--- src/verilog/gp_conv_cfg.svh ---
// Constants for the general converter control block: offsets, fields, resets, timing
`ifndef GP_CONV_CFG_SVH
`define GP_CONV_CFG_SVH

// Register byte offsets on the AXI4-Lite port
`define OFS_CTRL_PRI     8'h00
`define OFS_CTRL_SEC     8'h04
`define OFS_TRIM_POS     8'h08
`define OFS_TRIM_NEG     8'h0c
`define OFS_RESULT       8'h10
`define OFS_STATUS       8'h14

// converter_control_primary fields
`define BIT_CONV_EN      0
`define BIT_CONV_START   1
`define BIT_CHOP_EN      2
`define BIT_SINGLE_END   3
`define BIT_CENTRE_IN    4
`define BIT_POL_INV      5
`define BIT_REG_EN       6
`define CHAN_LSB         8
`define CHAN_MSB         10

// converter_control_secondary fields
`define BIT_ATTEN        0
`define BIT_LOAD_CONST   1
`define BIT_LOAD_DYN     2

// Status fields
`define BIT_ST_SAMPLE    0
`define BIT_ST_CONVERT   1
`define BIT_ST_SETTLED   2
`define BIT_ST_CHOP      3

// Channel codes: 0..3 port inputs, 4 battery, 5..7 internal voltages
`define CHAN_BATTERY     3'h4

// Reset and neutral values
`define TRIM_NEUTRAL     10'h200
`define RESP_OKAY        2'h0
`define RESP_SLVERR      2'h2

// Timing: clock period, conversion time and regulator settling, in picoseconds
`define CLK_PERIOD_PS    100000
`define CONV_TIME_PS     62500
`define REG_SETTLE_PS    20000000

`endif

--- src/verilog/gp_conv_pkg.sv ---
// Types shared by the general converter control block
package gp_conv_pkg;

  // Gray coded along off -> sampling -> conversion
  typedef enum logic [1:0] {
    ST_OFF     = 2'b00,
    ST_SAMPLE  = 2'b01,
    ST_CONVERT = 2'b11
  } conv_state_e;

  // Control word toward the analog converter macro
  typedef struct packed {
    logic       regulator_on;
    logic       track;
    logic       convert;
    logic       single_ended;
    logic [2:0] channel;
    logic       attenuate;
    logic       load_const;
    logic       load_dyn;
    logic       centre_input;
    logic       invert;
    logic [9:0] trim_pos;
    logic [9:0] trim_neg;
  } analog_ctrl_s;

endpackage

--- src/verilog/gp_conv_ctrl.sv ---
// Control logic of the general converter with its AXI4-Lite register slave
//
// Summary of operation
// - Each conversion yields a 10-bit unsigned code
// - Single-ended bit picks one input or pair
// - Attenuator bit triples the input scale
// - Enabled and idle: track input continuously
// - Writing start ends sampling, begins conversion
// - On completion start clears, sampling resumes
// - Conversion phase lasts about one cycle
// - Constant-load bit adds steady regulator load
// - Dynamic-load bit loads regulator while sampling
// - Chopping takes sample pairs, opposite polarity
// - Mid-scale codes 1FF/200 mark the zero point
// - Mute switches input to centre scale
// - Sign bit inverts input and output polarity
// - Two trim registers, neutral value 0x200
// - Battery channel forces the attenuator on
`timescale 1ns/100ps
`include "gp_conv_cfg.svh"

module gp_conv_ctrl
  import gp_conv_pkg::*;
#(
  parameter int REG_SETTLE_CYC = (`REG_SETTLE_PS / `CLK_PERIOD_PS)
) (
  input  wire logic        clk,
  input  wire logic        rstn,
  // AXI4-Lite slave
  input  wire logic [7:0]  s_axi_awaddr,
  input  wire logic        s_axi_awvalid,
  output logic             s_axi_awready,
  input  wire logic [31:0] s_axi_wdata,
  input  wire logic [3:0]  s_axi_wstrb,
  input  wire logic        s_axi_wvalid,
  output logic             s_axi_wready,
  output logic [1:0]       s_axi_bresp,
  output logic             s_axi_bvalid,
  input  wire logic        s_axi_bready,
  input  wire logic [7:0]  s_axi_araddr,
  input  wire logic        s_axi_arvalid,
  output logic             s_axi_arready,
  output logic [31:0]      s_axi_rdata,
  output logic [1:0]       s_axi_rresp,
  output logic             s_axi_rvalid,
  input  wire logic        s_axi_rready,
  // Analog converter macro, clocked by clk
  input  wire logic [9:0]  adc_code,
  output analog_ctrl_s     analog_ctrl
);

  // Conversion time rounds down but never below one cycle
  localparam int CONV_RAW = `CONV_TIME_PS / `CLK_PERIOD_PS;
  localparam int CONV_CYC = (CONV_RAW < 1) ? 1 : CONV_RAW;
  localparam int CNT_W    = $clog2(REG_SETTLE_CYC + 1);

  ////////////////////////////////////////////////////////////////////////////
  // Helpers

  // Byte-lane merge of a write into an old word
  function automatic logic [31:0] wmerge(input logic [31:0] old_w,
                                         input logic [31:0] new_w,
                                         input logic [3:0]  strb);
    logic [31:0] res;
    res = old_w;
    for (int i = 0; i < 4; i++) begin
      if (strb[i]) begin
        res[i*8 +: 8] = new_w[i*8 +: 8];
      end
    end
    return res;
  endfunction

  // Mapped-address check, used by both read and write paths
  function automatic logic mapped(input logic [7:0] a);
    return (a == `OFS_CTRL_PRI) || (a == `OFS_CTRL_SEC) || (a == `OFS_TRIM_POS) ||
           (a == `OFS_TRIM_NEG) || (a == `OFS_RESULT)   || (a == `OFS_STATUS);
  endfunction

  ////////////////////////////////////////////////////////////////////////////
  // Bus channel state

  logic        aw_full_q, aw_full_d;
  logic        w_full_q,  w_full_d;
  logic [7:0]  waddr_q,   waddr_d;
  logic [31:0] wdata_q,   wdata_d;
  logic [3:0]  wstrb_q,   wstrb_d;
  logic        bvalid_q,  bvalid_d;
  logic [1:0]  bresp_q,   bresp_d;
  logic        awrdy_q,   awrdy_d;
  logic        wrdy_q,    wrdy_d;
  logic        arrdy_q,   arrdy_d;
  logic        rvalid_q,  rvalid_d;
  logic [31:0] rdata_q,   rdata_d;
  logic [1:0]  rresp_q,   rresp_d;
  logic        wr_fire;

  // Core state
  conv_state_e state_q,   state_d;
  logic        en_q,      en_d;
  logic        start_q,   start_d;
  logic        chop_q,    chop_d;
  logic        se_q,      se_d;
  logic        mute_q,    mute_d;
  logic        inv_q,     inv_d;
  logic        reg_en_q,  reg_en_d;
  logic [2:0]  chan_q,    chan_d;
  logic        atten_q,   atten_d;
  logic        ld20_q,    ld20_d;
  logic        ld10_q,    ld10_d;
  logic [9:0]  trim_p_q,  trim_p_d;
  logic [9:0]  trim_n_q,  trim_n_d;
  logic [9:0]  result_q,  result_d;
  logic        phase_q,   phase_d;
  logic [CNT_W-1:0] settle_q, settle_d;
  logic [CNT_W-1:0] cnt_q,    cnt_d;
  analog_ctrl_s ana_q,    ana_d;

  logic [31:0] ctrl_pri_w, ctrl_sec_w, status_w;

  // Register images, also the base for byte-lane merges
  always_comb begin
    ctrl_pri_w = 32'h0;
    ctrl_pri_w[`BIT_CONV_EN]          = en_q;
    ctrl_pri_w[`BIT_CONV_START]       = start_q;
    ctrl_pri_w[`BIT_CHOP_EN]          = chop_q;
    ctrl_pri_w[`BIT_SINGLE_END]       = se_q;
    ctrl_pri_w[`BIT_CENTRE_IN]        = mute_q;
    ctrl_pri_w[`BIT_POL_INV]          = inv_q;
    ctrl_pri_w[`BIT_REG_EN]           = reg_en_q;
    ctrl_pri_w[`CHAN_MSB:`CHAN_LSB]   = chan_q;
    ctrl_sec_w = 32'h0;
    ctrl_sec_w[`BIT_ATTEN]            = atten_q;
    ctrl_sec_w[`BIT_LOAD_CONST]       = ld20_q;
    ctrl_sec_w[`BIT_LOAD_DYN]         = ld10_q;
    status_w = 32'h0;
    status_w[`BIT_ST_SAMPLE]          = (state_q == ST_SAMPLE);
    status_w[`BIT_ST_CONVERT]         = (state_q == ST_CONVERT);
    status_w[`BIT_ST_SETTLED]         = reg_en_q && (settle_q == CNT_W'(REG_SETTLE_CYC));
    status_w[`BIT_ST_CHOP]            = phase_q;
  end

  ////////////////////////////////////////////////////////////////////////////
  // AXI4-Lite slave: address and data taken in either order, one write
  // and one read outstanding; unmapped addresses answer SLVERR

  always_comb begin
    aw_full_d = aw_full_q;
    w_full_d  = w_full_q;
    waddr_d   = waddr_q;
    wdata_d   = wdata_q;
    wstrb_d   = wstrb_q;
    bvalid_d  = bvalid_q;
    bresp_d   = bresp_q;
    rvalid_d  = rvalid_q;
    rdata_d   = rdata_q;
    rresp_d   = rresp_q;
    wr_fire   = 1'b0;
    if (s_axi_awvalid && awrdy_q) begin
      aw_full_d = 1'b1;
      waddr_d   = s_axi_awaddr;
    end
    if (s_axi_wvalid && wrdy_q) begin
      w_full_d = 1'b1;
      wdata_d  = s_axi_wdata;
      wstrb_d  = s_axi_wstrb;
    end
    if (bvalid_q && s_axi_bready) begin
      bvalid_d = 1'b0;
    end
    // Commit once both halves are held and no response is pending
    if (aw_full_q && w_full_q && !bvalid_q) begin
      wr_fire   = mapped(waddr_q);
      aw_full_d = 1'b0;
      w_full_d  = 1'b0;
      bvalid_d  = 1'b1;
      bresp_d   = mapped(waddr_q) ? `RESP_OKAY : `RESP_SLVERR;
    end
    if (rvalid_q && s_axi_rready) begin
      rvalid_d = 1'b0;
    end
    if (s_axi_arvalid && arrdy_q) begin
      rvalid_d = 1'b1;
      rresp_d  = mapped(s_axi_araddr) ? `RESP_OKAY : `RESP_SLVERR;
      case (s_axi_araddr)
        `OFS_CTRL_PRI: rdata_d = ctrl_pri_w;
        `OFS_CTRL_SEC: rdata_d = ctrl_sec_w;
        `OFS_TRIM_POS: rdata_d = {22'h0, trim_p_q};
        `OFS_TRIM_NEG: rdata_d = {22'h0, trim_n_q};
        `OFS_RESULT:   rdata_d = {22'h0, result_q};
        `OFS_STATUS:   rdata_d = status_w;
        default:       rdata_d = 32'h0;
      endcase
    end
    // Ready flops are low while a half is held or a response waits
    awrdy_d = !aw_full_d && !bvalid_d;
    wrdy_d  = !w_full_d && !bvalid_d;
    arrdy_d = !rvalid_d;
  end

  // Bus channel registers
  always_ff @(posedge clk) begin
    if (!rstn) begin
      aw_full_q <= 1'b0;
      w_full_q  <= 1'b0;
      waddr_q   <= 8'h0;
      wdata_q   <= 32'h0;
      wstrb_q   <= 4'h0;
      bvalid_q  <= 1'b0;
      bresp_q   <= `RESP_OKAY;
      awrdy_q   <= 1'b0;
      wrdy_q    <= 1'b0;
      arrdy_q   <= 1'b0;
      rvalid_q  <= 1'b0;
      rdata_q   <= 32'h0;
      rresp_q   <= `RESP_OKAY;
    end else begin
      aw_full_q <= aw_full_d;
      w_full_q  <= w_full_d;
      waddr_q   <= waddr_d;
      wdata_q   <= wdata_d;
      wstrb_q   <= wstrb_d;
      bvalid_q  <= bvalid_d;
      bresp_q   <= bresp_d;
      awrdy_q   <= awrdy_d;
      wrdy_q    <= wrdy_d;
      arrdy_q   <= arrdy_d;
      rvalid_q  <= rvalid_d;
      rdata_q   <= rdata_d;
      rresp_q   <= rresp_d;
    end
  end

  ////////////////////////////////////////////////////////////////////////////
  // Converter core: register writes, sampling/conversion sequencing

  always_comb begin
    logic [31:0] m;
    logic        eff_inv;
    m         = 32'h0;
    eff_inv   = inv_q ^ (chop_q & phase_q);
    state_d   = state_q;
    en_d      = en_q;
    start_d   = start_q;
    chop_d    = chop_q;
    se_d      = se_q;
    mute_d    = mute_q;
    inv_d     = inv_q;
    reg_en_d  = reg_en_q;
    chan_d    = chan_q;
    atten_d   = atten_q;
    ld20_d    = ld20_q;
    ld10_d    = ld10_q;
    trim_p_d  = trim_p_q;
    trim_n_d  = trim_n_q;
    result_d  = result_q;
    phase_d   = phase_q;
    cnt_d     = cnt_q;
    settle_d  = settle_q;

    // Settling counter restarts whenever the regulator is off
    if (!reg_en_q) begin
      settle_d = '0;
    end else if (settle_q != CNT_W'(REG_SETTLE_CYC)) begin
      settle_d = settle_q + CNT_W'(1);
    end

    // Sequencer
    case (state_q)
      ST_OFF: begin
        start_d = 1'b0;
        if (en_q) begin
          state_d = ST_SAMPLE;
        end
      end
      ST_SAMPLE: begin
        if (!en_q) begin
          state_d = ST_OFF;
        end else if (start_q) begin
          state_d = ST_CONVERT;
          cnt_d   = CNT_W'(CONV_CYC - 1);
        end
      end
      ST_CONVERT: begin
        if (!en_q) begin
          state_d = ST_OFF;
          start_d = 1'b0;
        end else if (cnt_q == '0) begin
          // Output side of the sign inversion; result lands with start clear
          result_d = eff_inv ? ~adc_code : adc_code;
          start_d  = 1'b0;
          state_d  = ST_SAMPLE;
          if (chop_q) begin
            phase_d = ~phase_q;
          end
        end else begin
          cnt_d = cnt_q - CNT_W'(1);
        end
      end
      default: begin
        state_d = ST_OFF;
        start_d = 1'b0;
      end
    endcase

    // Software writes; a start written while busy or disabled is not held
    if (wr_fire) begin
      case (waddr_q)
        `OFS_CTRL_PRI: begin
          m        = wmerge(ctrl_pri_w, wdata_q, wstrb_q);
          en_d     = m[`BIT_CONV_EN];
          chop_d   = m[`BIT_CHOP_EN];
          se_d     = m[`BIT_SINGLE_END];
          mute_d   = m[`BIT_CENTRE_IN];
          inv_d    = m[`BIT_POL_INV];
          reg_en_d = m[`BIT_REG_EN];
          chan_d   = m[`CHAN_MSB:`CHAN_LSB];
          if (!m[`BIT_CHOP_EN]) begin
            phase_d = 1'b0;
          end
          if (m[`BIT_CONV_START] && m[`BIT_CONV_EN] && state_q == ST_SAMPLE) begin
            start_d = 1'b1;
          end
        end
        `OFS_CTRL_SEC: begin
          m       = wmerge(ctrl_sec_w, wdata_q, wstrb_q);
          atten_d = m[`BIT_ATTEN];
          ld20_d  = m[`BIT_LOAD_CONST];
          ld10_d  = m[`BIT_LOAD_DYN];
        end
        `OFS_TRIM_POS: begin
          m        = wmerge({22'h0, trim_p_q}, wdata_q, wstrb_q);
          trim_p_d = m[9:0];
        end
        `OFS_TRIM_NEG: begin
          m        = wmerge({22'h0, trim_n_q}, wdata_q, wstrb_q);
          trim_n_d = m[9:0];
        end
        default: begin
          m = 32'h0;
        end
      endcase
    end

    // Registered control word to the analog macro
    ana_d.regulator_on = reg_en_q;
    ana_d.track        = (state_d == ST_SAMPLE);
    ana_d.convert      = (state_d == ST_CONVERT);
    ana_d.single_ended = se_d;
    ana_d.channel      = chan_d;
    ana_d.attenuate    = atten_d || (chan_d == `CHAN_BATTERY);
    ana_d.load_const   = ld20_d;
    ana_d.load_dyn     = ld10_d && (state_d == ST_SAMPLE);
    ana_d.centre_input = mute_d;
    ana_d.invert       = inv_d ^ (chop_d & phase_d);
    ana_d.trim_pos     = trim_p_d;
    ana_d.trim_neg     = trim_n_d;
  end

  // Core registers; trims come up neutral
  always_ff @(posedge clk) begin
    if (!rstn) begin
      state_q  <= ST_OFF;
      en_q     <= 1'b0;
      start_q  <= 1'b0;
      chop_q   <= 1'b0;
      se_q     <= 1'b0;
      mute_q   <= 1'b0;
      inv_q    <= 1'b0;
      reg_en_q <= 1'b0;
      chan_q   <= 3'h0;
      atten_q  <= 1'b0;
      ld20_q   <= 1'b0;
      ld10_q   <= 1'b0;
      trim_p_q <= `TRIM_NEUTRAL;
      trim_n_q <= `TRIM_NEUTRAL;
      result_q <= 10'h0;
      phase_q  <= 1'b0;
      cnt_q    <= '0;
      settle_q <= '0;
      ana_q    <= '{trim_pos: `TRIM_NEUTRAL, trim_neg: `TRIM_NEUTRAL, default: '0};
    end else begin
      state_q  <= state_d;
      en_q     <= en_d;
      start_q  <= start_d;
      chop_q   <= chop_d;
      se_q     <= se_d;
      mute_q   <= mute_d;
      inv_q    <= inv_d;
      reg_en_q <= reg_en_d;
      chan_q   <= chan_d;
      atten_q  <= atten_d;
      ld20_q   <= ld20_d;
      ld10_q   <= ld10_d;
      trim_p_q <= trim_p_d;
      trim_n_q <= trim_n_d;
      result_q <= result_d;
      phase_q  <= phase_d;
      cnt_q    <= cnt_d;
      settle_q <= settle_d;
      ana_q    <= ana_d;
    end
  end

  ////////////////////////////////////////////////////////////////////////////
  // Outputs, all straight from flops

  assign s_axi_awready = awrdy_q;
  assign s_axi_wready  = wrdy_q;
  assign s_axi_bvalid  = bvalid_q;
  assign s_axi_bresp   = bresp_q;
  assign s_axi_arready = arrdy_q;
  assign s_axi_rvalid  = rvalid_q;
  assign s_axi_rdata   = rdata_q;
  assign s_axi_rresp   = rresp_q;
  assign analog_ctrl   = ana_q;

endmodule

--- config.mk ---
export PLATFORM = sky130hd
export DESIGN_NAME = gp_conv_ctrl
export DESIGN_NICKNAME = d
export VERILOG_FILES = /design/src/verilog/gp_conv_pkg.sv /design/src/verilog/gp_conv_ctrl.sv
export VERILOG_INCLUDE_DIRS = /design/src /design/src/verilog
export SDC_FILE = /design/constraint.sdc
export NUM_CORES = 1
export LEC_CHECK = 0
export ABC_AREA = 1
export BUFFER_PORTS_ARGS = -buffer_cell sky130_fd_sc_hd__buf_4
export CAP_MARGIN = 15
export CELL_PAD_IN_SITES_DETAIL_PLACEMENT = 1
export CELL_PAD_IN_SITES_GLOBAL_PLACEMENT = 1
export CORE_ASPECT_RATIO = 0.6
export CORE_MARGIN = 8
export CORE_UTILIZATION = 40
export CTS_CLUSTER_SIZE = 16
export DETAILED_ROUTE_END_ITERATION = 7
export PLACE_DENSITY = 0.9
export SLEW_MARGIN = 10
export SYNTH_ARGS = -nofsm -noshare
export SYNTH_HDL_FRONTEND = slang
export SYNTH_SLANG_ARGS = --single-unit
--- constraint.sdc ---
create_clock -name clk -period 4.5 [get_ports clk]
set_clock_uncertainty 0.05 [all_clocks]
set_input_delay 0.9 -clock clk [delete_from_list [all_inputs] [get_ports clk]]
set_output_delay 0.9 -clock clk [all_outputs]
set_load 0.01 [all_outputs]
* Yosys cells after proc, flatten, opt, wreduce, memory -nomap -nowiden *
Index checks and enable logic that the tools add are counted.

word-level totals
  flip-flop bits (word level) = 132
  bits of input ports = 69
  output and inout bits = 73
  logic and storage cells = 178

cells by class
  add/sub/neg operators = 2
  eq/ne operators = 22
  mux-type cells = 64
  bitwise operators = 6
  reduce and logical (&&, ||, !) cells = 45

operator list
  operator             count
  $pmux 11 s6          1
  $mux 10              5
  $mux 8               5
  $mux 1               35
  $eq 8x4->1 const B   4
  $eq 8x5->1 const B   4
  $logic_not 8->1      3
  $reduce_and 3->1     8
  $mux 7               3
  $eq 8x3->1 const B   2
  $mux 2               8
  $pmux 8 s2           1
  $logic_and 1x1->1    13
  $mux 3               4
  $logic_or 1x1->1     11
  $not 10->10          1
  $add 8x1->8 const B  1
  $eq 8x8->1 const B   1
  $ne 2x2->1 const B   4
  $ne 8x8->1 const B   1
  $sub 8x1->8 const B  1
  $pmux 2 s3           1
  $logic_not 1->1      5
  $reduce_and 5->1     1
  11 further kinds     16

* Depth between registers and ports, before layout *
  depth in word-level cells = 13
  gate-level depth with buffers = 11

* Worst setup path after synthesis *
OpenSTA, ideal clock, no wires.

  path type = input -> register
  start point = input port s_axi_araddr[1]
  end point = register rdata_q[4], in the netlist s_axi_rdata[4]
  setup time = 0.070 ns
  arrival = 1.785 ns
  path slack = 2.594 ns
  stages = 7
  path buffers = 0
  cells stage by stage = nor2_1 > nand2_1 > nor2_1 > nand2_1 > o21ai_0 > o21ai_0 > a21oi_1

between the ends
  cells in the longest elaborated chain, start to end = 2
  elaborated cells on any way between the ends = 7
  those cells by class = 5 x eq/ne; 1 x mux; 1 x reduce/logical

RTL lines
  element                                   RTL line             RTL
  from (decl)                               gp_conv_ctrl.sv:40   input wire logic [7:0] s_axi_araddr,
  $eq 8x5->1, or another cell as far along  gp_conv_ctrl.sv:185  case (s_axi_araddr)
  $pmux 11 s6 (*)                           gp_conv_ctrl.sv:185
  to (signal assigned)                      gp_conv_ctrl.sv:229  rdata_q <= rdata_d;
  to (decl)                                 gp_conv_ctrl.sv:94   logic [31:0] rdata_q, rdata_d;

Every way passes the cells marked *; elsewhere a longest branch is shown, timed or not.
A chain may end at the register's enable or synchronous reset.

* Worst setup path in the final report *
  start point = register cnt_q[0]
  end point = register ana_q (netlist bit analog_ctrl[20])

between the ends
  cells in the longest elaborated chain, start to end = 9

RTL lines
  element                 RTL line             RTL
  from (decl)             gp_conv_ctrl.sv:116  logic [CNT_W-1:0] cnt_q, cnt_d;
  from (signal assigned)  gp_conv_ctrl.sv:399  cnt_q <= cnt_d;
  $logic_not 8->1 (*)     gp_conv_ctrl.sv:288  end else if (cnt_q == '0) begin
  $mux 1 (*)              gp_conv_ctrl.sv:288
  $mux 1 (*)              gp_conv_ctrl.sv:285  if (!en_q) begin
  $mux 1 (*)              gp_conv_ctrl.sv:269  case (state_q)
  $mux 1                  gp_conv_ctrl.sv:318  if (!m[`BIT_CHOP_EN]) begin
  $mux 1                  gp_conv_ctrl.sv:308  case (waddr_q)
  $mux 1 (*)              gp_conv_ctrl.sv:307  if (wr_fire) begin
  $and 1x1->1 (*)         gp_conv_ctrl.sv:355  ana_d.invert = inv_d ^ (chop_d & phase_d);
  $xor 1x1->1 (*)         gp_conv_ctrl.sv:355
  to (signal assigned)    gp_conv_ctrl.sv:401  ana_q <= ana_d;
  to (decl)               gp_conv_ctrl.sv:117  analog_ctrl_s ana_q, ana_d;

Marked as above.

==> flow_summary.yaml <==
power_and_ir_drop:
  combPwrFrac_pct: 8.5
  internal_power_mw: 1.56
  power.switching_mw: 0.497
  p_clk_share_pct: 42.4
  power_density_mw_per_mm2: 331
  p_leak_nw: 2.74
  p_seq_share_pct: 49.1
  peakVddDrop_mv: 0.161
  switching_share_pct: 24.2
  p_total_mw: 2.05
worst_setup_path:
  cp_slowest_stage_delay_ps: 490
  rr_endpoint: "analog_ctrl[20]$_SDFF_PN0_"
  critical_path.max_fanout: 13
  path_cells: "inv_1 > ha_1 > nand2_1 > nor2_2 > nand2_1 > nand2_1 > nand2_1 > nand3_1 > nand2_1 > nor2_1"
  critical_path.most_common_cell: "nand2_1"
  arrival_ps: 2580
  worst_r2r_path_depth: 10
  cpMaxStageDelayCell: "nor2_2"
  crit_family: "simple AND/OR/NAND/NOR gates"
  cp-start-kind: "flip-flop"
  reg2reg_setup_slack_ps: 2160
  rr_startpoint: "cnt_q[0]$_SDFFE_PN0P_"
  worstSetupPathType: "reg -> reg"
  path_buf_inv: 1
  end_kind: "flip-flop"
  cp.required_ps: 4740
cts:
  root_buffer: "clkbuf_16"
  cts.reportedPaths.clkPinSlew_ps: 70
  ctsHoldBuffers: 0
  h-tree-depth: 3
  cts_buffers: 9
  clk_latency_ps: 350
  clockBufferDepth: 2
  cts_tree: "done"
  cts.repair.resized: 0
  cts.sinks: 109
  cts_setup_buffers: 0
timing:
  hold_slack_ps: 429
  maxSlewHeadroom_pct: 61.6
  setup_slack_ps: 2160
  rsz0062_at_grt: "no"
  finalCriticalPeriod_ps: 2340
  timing.fmax_ghz: 0.427
  tns_ps: 0
  hold_viol: 0
  min_period_over_period_pct: 52.1
  setup_viol: 0
  worstMarginPinSlew_ps: 576
  drv_slew: 0
logic_synthesis:
  yosysSeqAreaShare_pct: 42.5
  yosys.area_share.simple_pct: 27.4
  ys.flop_type: "dfxtp_1"
  synth_top_family_by_area: "simple AND/OR/NAND/NOR gates"
  synthesis.instances: 708
  yosys_warnings: 0
  synth_compound_area_share_pct: 15.0
  synth_xor_xnor_area_share_pct: 3.27
  async_flop_share_pct: 0
  synth-edff-count: 0
  synth_area_mm2: 0.00513
  synth_fa_ha_area_share_pct: 0.975
  synthDistinctLibCells: 40
  synthMuxAreaShare_pct: 0
  synth-seq-cells: 109
  avgSynthCellArea_um2: 7.25
placement:
  dp_slack_ps: 2040
  gp_congestion: 0.847
  dpl-instance-area_mm2: 0.00587
  hpwl_mm: 12.2
  dp.cells: 952
  port_buffers: 95
finish:
  final_util_pct: 48.8
  antenna_cells: 0
  instances_no_fill: 968
  fin_nets: 866
  area_delta_synth_final_pct: 20.7
  postLayoutCellArea_mm2: 0.00620
  drive_above_1_share_pct: 18.0
  fillers: 1652
grt:
  grt_pass1_vias: 4933
  grt_use_total_pct: 19.1
  grt_pass1_wl_mm: 26.1
  antenna_found_initial: 0
  grt_overflow: 0
  grt_max_degree: 59
routing:
  drtAntennaViolNets: 0
  drc: 0
  dr.first_iter.drc_count: 320
  num_vias: 4843
  viasPerCell: 5.00
  avgRoutedWirePerCell_um: 16.5
  drt_pass1_iterations: 4
  routed_wl_mm: 16.0
status:
  status: "finished clean"
min_path:
  hold_depth: 2
  hold_start: "s_axi_rdata[3]$_SDFFE_PN0P_"
  min_to: "s_axi_rdata[3]$_SDFFE_PN0P_"
  min_path_type: "reg -> reg"
die:
  ios: 142
  die_h_um: 104
  core_mm2: 0.0127
  rows: 32
  initial_core_util_pct: 40.4
  die_x_um: 162
  die-area_mm2: 0.0168
flow_run:
  maxCapViolations: 0
==> cells in the final DEF, fill, tap and decap left out, drive strengths merged <==
cell type and n:
a211oi 2, a21oi 54, a221oi 1, and3 1, buf 97, bufinv 2, clkbuf 11, clkinv 3
clkinvlp 2, conb 23, dfxtp 109, ha 4, inv 68, nand2 128, nand3 39, nand3b 1
nand4 7, nor2 126, nor3 6, nor3b 3, nor4 3, o211ai 3, o21ai 87, or2 1
xnor2 14, xor2 3
==> cell usage after synthesis, drive strengths merged (3+ instances only) <==
master | count | area, µm²
o21ai | 87 | 450
nor3b | 3 | 22.5
inv | 68 | 255
a21oi | 54 | 274
nor2 | 126 | 529
xor2 | 3 | 26.3
ha | 4 | 50.1
xnor2 | 14 | 141
nand3 | 39 | 210
nor3 | 6 | 41.3
nand4 | 7 | 43.8
buf | 33 | 240
o211ai | 3 | 22.5
dfxtp | 109 | 2180
clkbuf | 12 | 45.0
nor4 | 3 | 18.8
nand2 | 128 | 520
==> kinds of logic (layout without fill, tap and decap cells) <==
logic type                 Yosys count  after routing
AOI/OAI and AO/OA                  147            147
xor gates and xnor gates            17             17
adders and majority gates            4              4
buffers and inverters              115            183
DFF                                109            109
other                                1             23
and+or+nand+nor                    315            315
==> state kept, by name, summed over array words and instances, names as in the netlist, 2 cells and up <==
| signal | cells |
|---|---|
| waddr_q | 8 |
| settle_q | 8 |
| state_q | 2 |
| cnt_q | 8 |
| analog_ctrl | 32 |
| wdata_q | 11 |
| wstrb_q | 2 |
| result_q | 10 |
| s_axi_rdata | 11 |
==> tightest hold or removal path, stage by stage (launching register included) <==
cell and delay [ps]:
dfxtp_1 320, nand2_1 60, a21oi_1 60
==> how the worst max path moves through the flow <==
stage	startpoint	to	slack [ps]	depth (start not counted)
2_1_floorplan	s_axi_araddr[1]	s_axi_rdata[4]$_SDFFE_PN0P_	2590	7
3_3_place_gp	s_axi_araddr[1]	s_axi_rdata[4]$_SDFFE_PN0P_	2100	8
3_5_place_dp	s_axi_araddr[1]	s_axi_rdata[8]$_SDFFE_PN0P_	2040	8
4_1_cts	cnt_q[0]$_SDFFE_PN0P_	analog_ctrl[20]$_SDFF_PN0_	2150	10
5_1_grt	cnt_q[0]$_SDFFE_PN0P_	analog_ctrl[20]$_SDFF_PN0_	1930	10
6_report	cnt_q[0]$_SDFFE_PN0P_	analog_ctrl[20]$_SDFF_PN0_	2160	10
==> per-layer routing <==
layer	track usage (%)	vias up	share of wire (%)
met2	29.3	108	45
met1	26.4	2319	48
li1	-	2403	-
met4	4.28	0	0.90
met5	0	-	0
met3	4.78	13	6.2
==> cell type report <==
| cell class | count | area [µm²] | area share, % |
|---|---|---|---|
| flip-flops and latches | 109 | 2180 | 35.2 |
| inverters | 70 | 268 | 4.32 |
| clock buffers | 11 | 243 | 3.92 |
| multi-input cells | 506 | 2480 | 40.0 |
| clock inverters | 5 | 83.8 | 1.35 |
| repair buffers | 97 | 728 | 11.7 |
| well taps | 170 | 213 | 3.43 |
==> power by group through the flow <==
stage	Clock, mW	Sequential, mW	Combinational [mW]
finish	0.870	1.01	0.175
floorplan	0	1.02	0.119
detailed placement	0	1.03	0.174
global route	0.924	1.01	0.197
global placement	0	1.03	0.170
CTS	0.892	1.01	0.175
Power figures use the tool's default switching activity.
